$ cat config.mk
export PLATFORM = sky130hd
export DESIGN_NAME = dir_top
export DESIGN_NICKNAME = d
export VERILOG_FILES = /design/src/hdl/dir_pkg.sv /design/src/hdl/dir_rd_if.sv /design/src/hdl/dir_top.sv /design/src/hdl/dir_words.sv
export SDC_FILE = /design/constraint.sdc
export NUM_CORES = 1
export LEC_CHECK = 0
export ABC_CLOCK_PERIOD_IN_PS = 2850
export BUFFER_PORTS_ARGS = -buffer_cell sky130_fd_sc_hd__buf_2
export CAP_MARGIN = 20
export CORE_MARGIN = 5
export CORE_UTILIZATION = 27
export DETAILED_ROUTE_END_ITERATION = 10
export PLACE_DENSITY_LB_ADDON = 0.12
export SETUP_SLACK_MARGIN = 0.5
export SLEW_MARGIN = 0
export SYNTH_ARGS = -nofsm -noshare
export SYNTH_HDL_FRONTEND = slang
export SYNTH_SLANG_ARGS = --single-unit
$ cat constraint.sdc
create_clock -name I_MCLK -period 2.85 [get_ports I_MCLK]
set_clock_uncertainty 0.05 [all_clocks]
set_input_delay 0.285 -clock I_MCLK [delete_from_list [all_inputs] [get_ports I_MCLK]]
set_output_delay 0.285 -clock I_MCLK [all_outputs]
set_load 0.005 [all_outputs]
$ cat src/hdl/dir_pkg.sv
// constants, offsets and field layout of the identity register bank
// assumes a 32-bit AXI4-Lite register port
`default_nettype none
package dir_pkg;
  localparam logic [31:0] DIR_OFS_MAIN  = 32'h0000_0000;
  localparam logic [31:0] DIR_OFS_EXT   = 32'h0000_0004;
  localparam int          DIR_ADDR_W    = 32;
  localparam int          DIR_DATA_W    = 32;
  // main word field positions (lsb)
  localparam int          DIR_POS_XFLAG = 31;
  localparam int          DIR_POS_MTYP  = 28;
  localparam int          DIR_POS_PSET  = 20;
  localparam int          DIR_POS_SRAM  = 16;
  localparam int          DIR_POS_SIZ2  = 12;
  localparam int          DIR_POS_SIZ   = 8;
  localparam int          DIR_POS_PROC  = 5;
  localparam int          DIR_POS_REV   = 0;
  // extension word bit positions
  localparam int          DIR_POS_DISP  = 3;
  localparam int          DIR_POS_HOSTR = 2;
  localparam int          DIR_POS_USB   = 1;
  localparam int          DIR_POS_AES   = 0;
  // program memory type codes
  localparam logic [2:0]  DIR_MT_ROM       = 3'h0;
  localparam logic [2:0]  DIR_MT_ROMLESS   = 3'h1;
  localparam logic [2:0]  DIR_MT_FLASH     = 3'h2;
  localparam logic [2:0]  DIR_MT_ROM_FLASH = 3'h3;
  localparam logic [2:0]  DIR_MT_SRAM      = 3'h4;
  localparam logic [1:0]  DIR_RESP_OKAY    = 2'h0;
  localparam logic [1:0]  DIR_RESP_DECERR  = 2'h3;
  localparam logic [31:0] DIR_ZERO         = 32'h0000_0000;
endpackage : dir_pkg
`default_nettype wire

$ cat src/hdl/dir_rd_if.sv
// read lookup channel between the bus slave and the identity word source
// assumes one clock domain
`default_nettype none
interface dir_rd_if;
  logic [31:0] addr;
  logic [31:0] data;
  logic        hit;
  modport req (output addr, input data, input hit);
  modport rsp (input addr, output data, output hit);
endinterface : dir_rd_if
`default_nettype wire

$ cat src/hdl/dir_top.sv
// identity register bank with AXI4-Lite slave port
// assumes a single 100 MHz clock and an AXI4-Lite master obeying the protocol
//
// Design decision made here: the AXI4-Lite interface to the registers.
`default_nettype none
module dir_top #(
  parameter logic [2:0]  MEM_TYPE  = dir_pkg::DIR_MT_ROM_FLASH,
  parameter logic [7:0]  PSET_CODE = 8'h5A, // arbitrary value
  parameter logic [3:0]  SRAM_CODE = 4'h9,
  parameter logic [3:0]  SIZE2     = 4'h7,
  parameter logic [3:0]  SIZE1     = 4'h3,
  parameter logic [2:0]  PROC_KIND = 3'h1, // arbitrary value
  parameter logic [4:0]  REVISION  = 5'h01, // arbitrary value
  parameter logic        EXT_FLAG  = 1'b1,
  parameter logic        HAS_DISP  = 1'b1,
  parameter logic        HOST_ROLE = 1'b1,
  parameter logic        HAS_USB   = 1'b1,
  parameter logic        HAS_AES   = 1'b1
) (
  input  wire logic        I_MCLK,
  input  wire logic        I_RST,
  input  wire logic [31:0] I_AWADDR,
  input  wire logic        I_AWVALID,
  output var  logic        O_AWREADY,
  input  wire logic [31:0] I_WDATA,
  input  wire logic [3:0]  I_WSTRB,
  input  wire logic        I_WVALID,
  output var  logic        O_WREADY,
  output var  logic [1:0]  O_BRESP,
  output var  logic        O_BVALID,
  input  wire logic        I_BREADY,
  input  wire logic [31:0] I_ARADDR,
  input  wire logic        I_ARVALID,
  output var  logic        O_ARREADY,
  output var  logic [31:0] O_RDATA,
  output var  logic [1:0]  O_RRESP,
  output var  logic        O_RVALID,
  input  wire logic        I_RREADY
);
  import dir_pkg::*;

  localparam logic [31:0] EXT_VAL =
    (32'(HAS_DISP) << DIR_POS_DISP) | (32'(HOST_ROLE) << DIR_POS_HOSTR) |
    (32'(HAS_USB) << DIR_POS_USB) | (32'(HAS_AES) << DIR_POS_AES);

  dir_rd_if rd ();

  // all fields fixed at build time, no software path to them
  dir_words #(
    .XFLAG   (EXT_FLAG),
    .MTYPE   (MEM_TYPE),
    .PSET    (PSET_CODE),
    .SRAMC   (SRAM_CODE),
    .SIZ2    (SIZE2),
    .SIZ     (SIZE1),
    .PROC    (PROC_KIND),
    .REV     (REVISION),
    .EXT_VAL (EXT_VAL)
  ) u_words (
    .rd (rd.rsp)
  );

  // write path: address and data taken in either order, then one response
  logic aw_held;
  logic w_held;
  logic aw_fire;
  logic w_fire;
  assign aw_fire = I_AWVALID & O_AWREADY;
  assign w_fire  = I_WVALID & O_WREADY;

  always_ff @(posedge I_MCLK or posedge I_RST) begin
    if (I_RST) begin
      aw_held   <= 1'b0;
      w_held    <= 1'b0;
      O_AWREADY <= 1'b0;
      O_WREADY  <= 1'b0;
    end else begin
      O_AWREADY <= ~aw_held & ~aw_fire & ~O_BVALID & ~O_AWREADY;
      O_WREADY  <= ~w_held & ~w_fire & ~O_WREADY & ~O_BVALID;
      if (O_BVALID & I_BREADY) begin
        aw_held <= 1'b0;
        w_held  <= 1'b0;
      end else begin
        if (aw_fire) aw_held <= 1'b1;
        if (w_fire) w_held <= 1'b1;
      end
    end
  end

  // write data is discarded, every write answers okay
  always_ff @(posedge I_MCLK or posedge I_RST) begin
    if (I_RST) begin
      O_BVALID <= 1'b0;
      O_BRESP  <= DIR_RESP_OKAY;
    end else if (O_BVALID) begin
      if (I_BREADY) O_BVALID <= 1'b0;
    end else if ((aw_held | aw_fire) & (w_held | w_fire)) begin
      O_BVALID <= 1'b1;
      O_BRESP  <= DIR_RESP_OKAY;
    end
  end

  // read path: one read at a time, data registered
  assign rd.addr = I_ARADDR;

  always_ff @(posedge I_MCLK or posedge I_RST) begin
    if (I_RST) begin
      O_ARREADY <= 1'b0;
    end else begin
      O_ARREADY <= ~O_ARREADY & ~O_RVALID & I_ARVALID;
    end
  end

  always_ff @(posedge I_MCLK or posedge I_RST) begin
    if (I_RST) begin
      O_RVALID <= 1'b0;
      O_RDATA  <= DIR_ZERO;
      O_RRESP  <= DIR_RESP_OKAY;
    end else if (I_ARVALID & O_ARREADY) begin
      O_RVALID <= 1'b1;
      O_RDATA  <= rd.data;
      O_RRESP  <= rd.hit ? DIR_RESP_OKAY : DIR_RESP_DECERR;
    end else if (O_RVALID & I_RREADY) begin
      O_RVALID <= 1'b0;
    end
  end

  // checks
  chk_ext_zero_read: assert property (@(posedge I_MCLK) disable iff (I_RST)
    (I_ARVALID && O_ARREADY && I_ARADDR == DIR_OFS_EXT && !EXT_FLAG)
      |=> (O_RVALID && O_RDATA == DIR_ZERO))
    else $error("extension word not zero with flag clear");
  chk_main_flag_bit: assert property (@(posedge I_MCLK) disable iff (I_RST)
    (I_ARVALID && O_ARREADY && I_ARADDR == DIR_OFS_MAIN)
      |=> (O_RDATA[DIR_POS_XFLAG] == EXT_FLAG))
    else $error("extension flag wrong in main word");
  chk_main_fields: assert property (@(posedge I_MCLK) disable iff (I_RST)
    (I_ARVALID && O_ARREADY && I_ARADDR == DIR_OFS_MAIN)
      |=> (O_RDATA[30:28] == MEM_TYPE && O_RDATA[27:20] == PSET_CODE
           && O_RDATA[19:16] == SRAM_CODE && O_RDATA[4:0] == REVISION))
    else $error("main word field layout wrong");
  chk_main_sizes: assert property (@(posedge I_MCLK) disable iff (I_RST)
    (I_ARVALID && O_ARREADY && I_ARADDR == DIR_OFS_MAIN)
      |=> (O_RDATA[15:12] == SIZE2 && O_RDATA[11:8] == SIZE1
           && O_RDATA[7:5] == PROC_KIND))
    else $error("size or processor fields wrong");
  chk_ext_bits: assert property (@(posedge I_MCLK) disable iff (I_RST)
    (I_ARVALID && O_ARREADY && I_ARADDR == DIR_OFS_EXT && EXT_FLAG)
      |=> (O_RDATA[3:0] == {HAS_DISP, HOST_ROLE, HAS_USB, HAS_AES}))
    else $error("extension option bits wrong");
  chk_read_answer: assert property (@(posedge I_MCLK) disable iff (I_RST)
    (I_ARVALID && O_ARREADY && (I_ARADDR == DIR_OFS_MAIN || I_ARADDR == DIR_OFS_EXT))
      |=> (O_RVALID && O_RRESP == DIR_RESP_OKAY))
    else $error("mapped read not answered okay");
  chk_write_okay: assert property (@(posedge I_MCLK) disable iff (I_RST)
    O_BVALID |-> O_BRESP == DIR_RESP_OKAY)
    else $error("write answered with error");
  chk_data_stable: assert property (@(posedge I_MCLK) disable iff (I_RST)
    (O_RVALID && !I_RREADY) |=> (O_RVALID && $stable(O_RDATA)))
    else $error("read data changed while waiting");
  chk_write_resp: assert property (@(posedge I_MCLK) disable iff (I_RST)
    (aw_fire && w_fire) |=> O_BVALID)
    else $error("write response missing");

  // checker helpers, decoded the way the bus decode sees the address
  function automatic logic addr_is(
    input logic [31:0] addr,
    input logic [31:0] ofs
  );
    return addr[31:2] == ofs[31:2];
  endfunction : addr_is

  logic        ar_take;
  logic        rd_was_main;
  logic        rd_was_ext;
  logic        rd_was_hit;
  logic        main_seen_ok;
  logic [31:0] main_seen;
  logic        ext_seen_ok;
  logic [31:0] ext_seen;
  assign ar_take = I_ARVALID & O_ARREADY;

  // word named by the read in flight, steady while the answer stands
  always_ff @(posedge I_MCLK or posedge I_RST) begin
    if (I_RST) begin
      rd_was_main <= 1'b0;
      rd_was_ext  <= 1'b0;
      rd_was_hit  <= 1'b0;
    end else if (ar_take) begin
      rd_was_main <= addr_is(I_ARADDR, DIR_OFS_MAIN);
      rd_was_ext  <= addr_is(I_ARADDR, DIR_OFS_EXT);
      rd_was_hit  <= addr_is(I_ARADDR, DIR_OFS_MAIN) | addr_is(I_ARADDR, DIR_OFS_EXT);
    end
  end

  // first answer of each word is the reference for every later read
  always_ff @(posedge I_MCLK or posedge I_RST) begin
    if (I_RST) begin
      main_seen_ok <= 1'b0;
      main_seen    <= DIR_ZERO;
    end else if (O_RVALID & I_RREADY & rd_was_main & ~main_seen_ok) begin
      main_seen_ok <= 1'b1;
      main_seen    <= O_RDATA;
    end
  end

  always_ff @(posedge I_MCLK or posedge I_RST) begin
    if (I_RST) begin
      ext_seen_ok <= 1'b0;
      ext_seen    <= DIR_ZERO;
    end else if (O_RVALID & I_RREADY & rd_was_ext & ~ext_seen_ok) begin
      ext_seen_ok <= 1'b1;
      ext_seen    <= O_RDATA;
    end
  end

  // contents of every answered read, by word; writes in between must not show
  chk_main_repeat: assert property (@(posedge I_MCLK) disable iff (I_RST)
    (O_RVALID && rd_was_main && main_seen_ok)
      |-> (O_RDATA == main_seen))
    else $error("main word moved between reads");

  chk_ext_repeat: assert property (@(posedge I_MCLK) disable iff (I_RST)
    (O_RVALID && rd_was_ext && ext_seen_ok)
      |-> (O_RDATA == ext_seen))
    else $error("extension word moved between reads");

  chk_flag_in_main: assert property (@(posedge I_MCLK) disable iff (I_RST)
    (O_RVALID && rd_was_main)
      |-> (O_RDATA[DIR_POS_XFLAG] == EXT_FLAG))
    else $error("extension flag bit wrong");

  chk_ext_clear: assert property (@(posedge I_MCLK) disable iff (I_RST)
    (O_RVALID && rd_was_ext && !EXT_FLAG)
      |-> (O_RDATA == DIR_ZERO))
    else $error("extension word not zero with flag clear");

  chk_ext_options: assert property (@(posedge I_MCLK) disable iff (I_RST)
    (O_RVALID && rd_was_ext && EXT_FLAG)
      |-> (O_RDATA == {28'h0, HAS_DISP, HOST_ROLE, HAS_USB, HAS_AES}))
    else $error("extension option word wrong");

  chk_ext_unused: assert property (@(posedge I_MCLK) disable iff (I_RST)
    (O_RVALID && rd_was_ext)
      |-> (O_RDATA[31:4] == 28'h0))
    else $error("unused extension bits set");

  chk_host_role: assert property (@(posedge I_MCLK) disable iff (I_RST)
    (O_RVALID && rd_was_ext && EXT_FLAG)
      |-> (O_RDATA[DIR_POS_HOSTR] == HOST_ROLE))
    else $error("host role bit wrong");

  chk_mtype_code: assert property (@(posedge I_MCLK) disable iff (I_RST)
    (O_RVALID && rd_was_main)
      |-> (O_RDATA[30:28] == MEM_TYPE && O_RDATA[30:28] <= DIR_MT_SRAM))
    else $error("memory type code wrong");

  chk_rom_flash_sizes: assert property (@(posedge I_MCLK) disable iff (I_RST)
    (O_RVALID && rd_was_main && MEM_TYPE == DIR_MT_ROM_FLASH)
      |-> (O_RDATA[11:8] == SIZE1 && O_RDATA[15:12] == SIZE2))
    else $error("rom and flash sizes wrong");

  chk_pset_code: assert property (@(posedge I_MCLK) disable iff (I_RST)
    (O_RVALID && rd_was_main)
      |-> (O_RDATA[27:20] == PSET_CODE))
    else $error("peripheral set code wrong");

  chk_sram_code: assert property (@(posedge I_MCLK) disable iff (I_RST)
    (O_RVALID && rd_was_main)
      |-> (O_RDATA[19:16] == SRAM_CODE))
    else $error("sram size code wrong");

  chk_proc_code: assert property (@(posedge I_MCLK) disable iff (I_RST)
    (O_RVALID && rd_was_main)
      |-> (O_RDATA[7:5] == PROC_KIND))
    else $error("processor kind code wrong");

  chk_rev_code: assert property (@(posedge I_MCLK) disable iff (I_RST)
    (O_RVALID && rd_was_main)
      |-> (O_RDATA[4:0] == REVISION))
    else $error("revision code wrong");

  chk_unmapped_read: assert property (@(posedge I_MCLK) disable iff (I_RST)
    (O_RVALID && !rd_was_hit)
      |-> (O_RRESP == DIR_RESP_DECERR && O_RDATA == DIR_ZERO))
    else $error("unmapped read not refused");

  chk_mapped_okay: assert property (@(posedge I_MCLK) disable iff (I_RST)
    (O_RVALID && rd_was_hit)
      |-> (O_RRESP == DIR_RESP_OKAY))
    else $error("mapped read refused");

  chk_read_latency: assert property (@(posedge I_MCLK) disable iff (I_RST)
    ar_take
      |=> O_RVALID)
    else $error("read answer late");

  // handshake shape: one-cycle readies, one transfer of each kind at a time
  chk_aw_pulse: assert property (@(posedge I_MCLK) disable iff (I_RST)
    O_AWREADY
      |=> !O_AWREADY)
    else $error("address ready longer than one cycle");
  chk_w_pulse: assert property (@(posedge I_MCLK) disable iff (I_RST)
    O_WREADY
      |=> !O_WREADY)
    else $error("data ready longer than one cycle");
  chk_ar_pulse: assert property (@(posedge I_MCLK) disable iff (I_RST)
    O_ARREADY
      |=> !O_ARREADY)
    else $error("read ready longer than one cycle");
  chk_ar_after_valid: assert property (@(posedge I_MCLK) disable iff (I_RST)
    O_ARREADY
      |-> $past(I_ARVALID))
    else $error("read ready without a request");
  chk_one_read: assert property (@(posedge I_MCLK) disable iff (I_RST)
    O_RVALID
      |-> !O_ARREADY)
    else $error("second read taken while answering");
  chk_one_write: assert property (@(posedge I_MCLK) disable iff (I_RST)
    O_BVALID
      |-> (!O_AWREADY && !O_WREADY))
    else $error("second write taken while answering");
  chk_both_held: assert property (@(posedge I_MCLK) disable iff (I_RST)
    (aw_held && w_held)
      |-> O_BVALID)
    else $error("complete write left unanswered");
  chk_held_clear: assert property (@(posedge I_MCLK) disable iff (I_RST)
    (O_BVALID && I_BREADY)
      |=> (!aw_held && !w_held))
    else $error("write halves kept after response");
  chk_bvalid_drop: assert property (@(posedge I_MCLK) disable iff (I_RST)
    (O_BVALID && I_BREADY)
      |=> !O_BVALID)
    else $error("write response repeated");
  chk_rvalid_drop: assert property (@(posedge I_MCLK) disable iff (I_RST)
    (O_RVALID && I_RREADY)
      |=> !O_RVALID)
    else $error("read answer repeated");
  chk_rresp_stable: assert property (@(posedge I_MCLK) disable iff (I_RST)
    (O_RVALID && !I_RREADY)
      |=> $stable(O_RRESP))
    else $error("read response changed while waiting");
endmodule : dir_top
`default_nettype wire

$ cat src/hdl/dir_words.sv
// hard-wired identity word source, combinational lookup
// assumes fields are set once by parameters at build time
`default_nettype none
module dir_words #(
  parameter logic        XFLAG   = 1'b1,
  parameter logic [2:0]  MTYPE   = 3'h2,
  parameter logic [7:0]  PSET    = 8'h5A,
  parameter logic [3:0]  SRAMC   = 4'h1,
  parameter logic [3:0]  SIZ2    = 4'h0,
  parameter logic [3:0]  SIZ     = 4'h1,
  parameter logic [2:0]  PROC    = 3'h1,
  parameter logic [4:0]  REV     = 5'h01,
  parameter logic [31:0] EXT_VAL = 32'h0000_0001
) (
  dir_rd_if.rsp rd
);
  import dir_pkg::*;
  logic [31:0] main_identity_word;
  logic [31:0] extension_identity_word;

  // layout of the main word
  assign main_identity_word = {XFLAG, MTYPE, PSET, SRAMC, SIZ2, SIZ, PROC, REV};
  // extension reads zero unless announced
  assign extension_identity_word = XFLAG ? EXT_VAL : DIR_ZERO;

  always_comb begin
    rd.hit  = 1'b1;
    rd.data = DIR_ZERO;
    unique case ({rd.addr[31:2], 2'b00})
      DIR_OFS_MAIN: rd.data = main_identity_word;
      DIR_OFS_EXT:  rd.data = extension_identity_word;
      default:      rd.hit  = 1'b0;
    endcase
  end
endmodule : dir_words
`default_nettype wire

==> out/results.txt <==
clk sinks: 11
WL met3: 285 microns
std cell rows: 19
critical path start-end classification: flip-flop to output pin
WL per Instance: 11.1 microns
Leakage: 0.548 nW
DR DRC count: 0
worst min-delay path category: input port to flip-flop
total grt overflow: 0
antenna violations before repair: 0
crit path cell chain: buf_2
sequential-to-total area share from yosys stat: 35.5%
total CTS buffers: 3
Post-Syn Area: 776 sq um
Hold Slack: 131 ps
Initial Util: 28.1%
vias: 664
Crit path max-delay family: flip-flops
pre-CTS setup slack: 1580 ps
CP Capture Type: output pin
metal2 WL: 783 microns
CP max FO: 16
slowest cell delay on critical path: 530 ps
largest net degree at the start of global routing: 17
arrival time at the worst endpoint: 970 ps
Area Overhead vs Synth: 25.6%
TritonCTS clock tree: built
Synth warnings: 0
slowest stage cell on the critical path: dfrtp_1
period utilization: 45.7%
Via density: 4.23
Max IR drop VDD: 234 uV
CTS resizes: 0
nets: 234
Slew Limit Fails: 0
PortBufs: 62
most frequent cells in the layout: 62 x buf_2, 15 x conb_1, 11 x dfrtp_1
die area: 4040 sq um
GR Util All Layers: 8.11%
Distinct cells, synth: 17
final hold vios: 0
min Tclk post-route: 1300 ps
Core ar.: 2760 sq um
Root Driver: clkbuf_4
Max-cap violations: 0
final core utilization: 35.3%
GPL Wtd Cong: 0.666
Avg Inst Size Synth: 10.1 sq um
Worst setup SP type: flip-flop
pwr/cell area: 455 nW/um^2
final wirelength: 1740 microns
clock latency on the worst-skew pair: 260 ps
Die Y: 63.6 microns
Synth Instances: 77
Max Root-Sink Buffers: 2
H-Tree Level Count: 1
io pins: 148
fraction of layout cells with a size suffix above 1: 57.9%
#FFs+latches synth: 11
top sig layer: met3
CP bufs+invs: 1
vias in the first global route: 672
RSZ-0062 raised after global routing: false
number of diodes: 0
setup_tns: 0 ps
first-pass GRT wire length: 2720 microns
Detailed Routing Iterations Pass 1: 3
Clock transition at path regs: 70 ps
Final WS setup: 1550 ps
commonest non-fill, non-tap cell in the layout: buf_2
Iter 0 DRT Violations: 6
CP required: 2520 ps
Final Setup Violations: 0
Die W: 63.6 microns
HPWL Detailed: 1560 microns
outcome: complete, no violations
M1 WL: 669 microns
post-route antenna net violation count: 0
fmax: 767 MHz
==> flip-flops by register name (all words and copies together), names as in the netlist <==
signal and cells:
O_AWREADY 1, aw_held 1, O_BVALID 1, O_RRESP 1
O_RDATA 3, O_RVALID 1, O_WREADY 1, O_ARREADY 1
w_held 1
==> timing repair <==
item | 4_1_cts | 5_1_grt
setup buffers | 0 | 0
hold buffers | 1 | 0
endpoints found under the hold margin | 11 | 0
==> cell families (layout without fill, tap and decap cells) <==
family / Yosys count / in the layout / synth area share, %
compound gates: 12 / 12 / 9.84
buf+inv: 35 / 70 / 32.4
flops: 11 / 11 / 35.5
other cells: 1 / 15 / 0.483
simple gates: 18 / 18 / 21.8
==> layer usage <==
layer,global-route usage (%),vias to the layer above
met4,3.90,0
met2,13.1,54
met3,1.78,0
li1,-,323
met5,0,-
met1,10.1,287
==> where the power goes <==
group	leakage, nW	switching (mW)	internal [mW]
Combinational	0.392	0.0552	0.0596
Sequential	0.139	0.0312	0.193
Clock	0.0177	0.0521	0.0518
Total	0.548	0.139	0.304
==> cell type report <==
cell class,count,area [sq um]
clock buffers,3,22.5
well taps,31,38.8
clock inverters,1,5.00
repair buffers,63,320
fillers,280,1780
flip-flops and latches,11,275
inverters,3,11.3
multi-input cells,45,302
==> synth_stat cells (all sizes together) <==
master / number / area share (%)
nor3b: 1 / 0.97
nand2: 3 / 1.5
inv: 3 / 1.5
conb: 1 / 0.48
buf: 32 / 31
o31ai: 1 / 1.6
and4bb: 1 / 1.6
and4: 2 / 2.3
a32o: 1 / 1.3
nor3: 3 / 1.9
dfrtp: 11 / 35
a21oi: 6 / 3.9
nand4: 2 / 1.6
a211o: 1 / 1.1
nor4: 6 / 12
o21ai: 3 / 1.9
==> worst paths after layout <==
kind / from / to / slack (ps) / cells after the start
max in group asynchronous: I_RST / O_AWREADY / 1980 / 3
max reg2reg: O_ARREADY / O_RDATA[3] / 1580 / 3
min reg2reg: w_held / O_WREADY / 380 / 1
max: O_RDATA[29] / O_RDATA[26] / 1550 / 1
min: I_RREADY / O_RVALID / 130 / 2
min in group asynchronous: I_RST / O_BVALID / 490 / 3
==> through the flow <==
stage	instances	instance area [sq um]	total power, mW
2_1_floorplan	91	828	0.291
3_3_place_gp	152	937	0.339
3_5_place_dp	152	937	0.344
4_1_cts	157	975	0.451
5_1_grt	157	975	0.483
6_report	157	975	0.443
(Power assumes the default switching activity.)
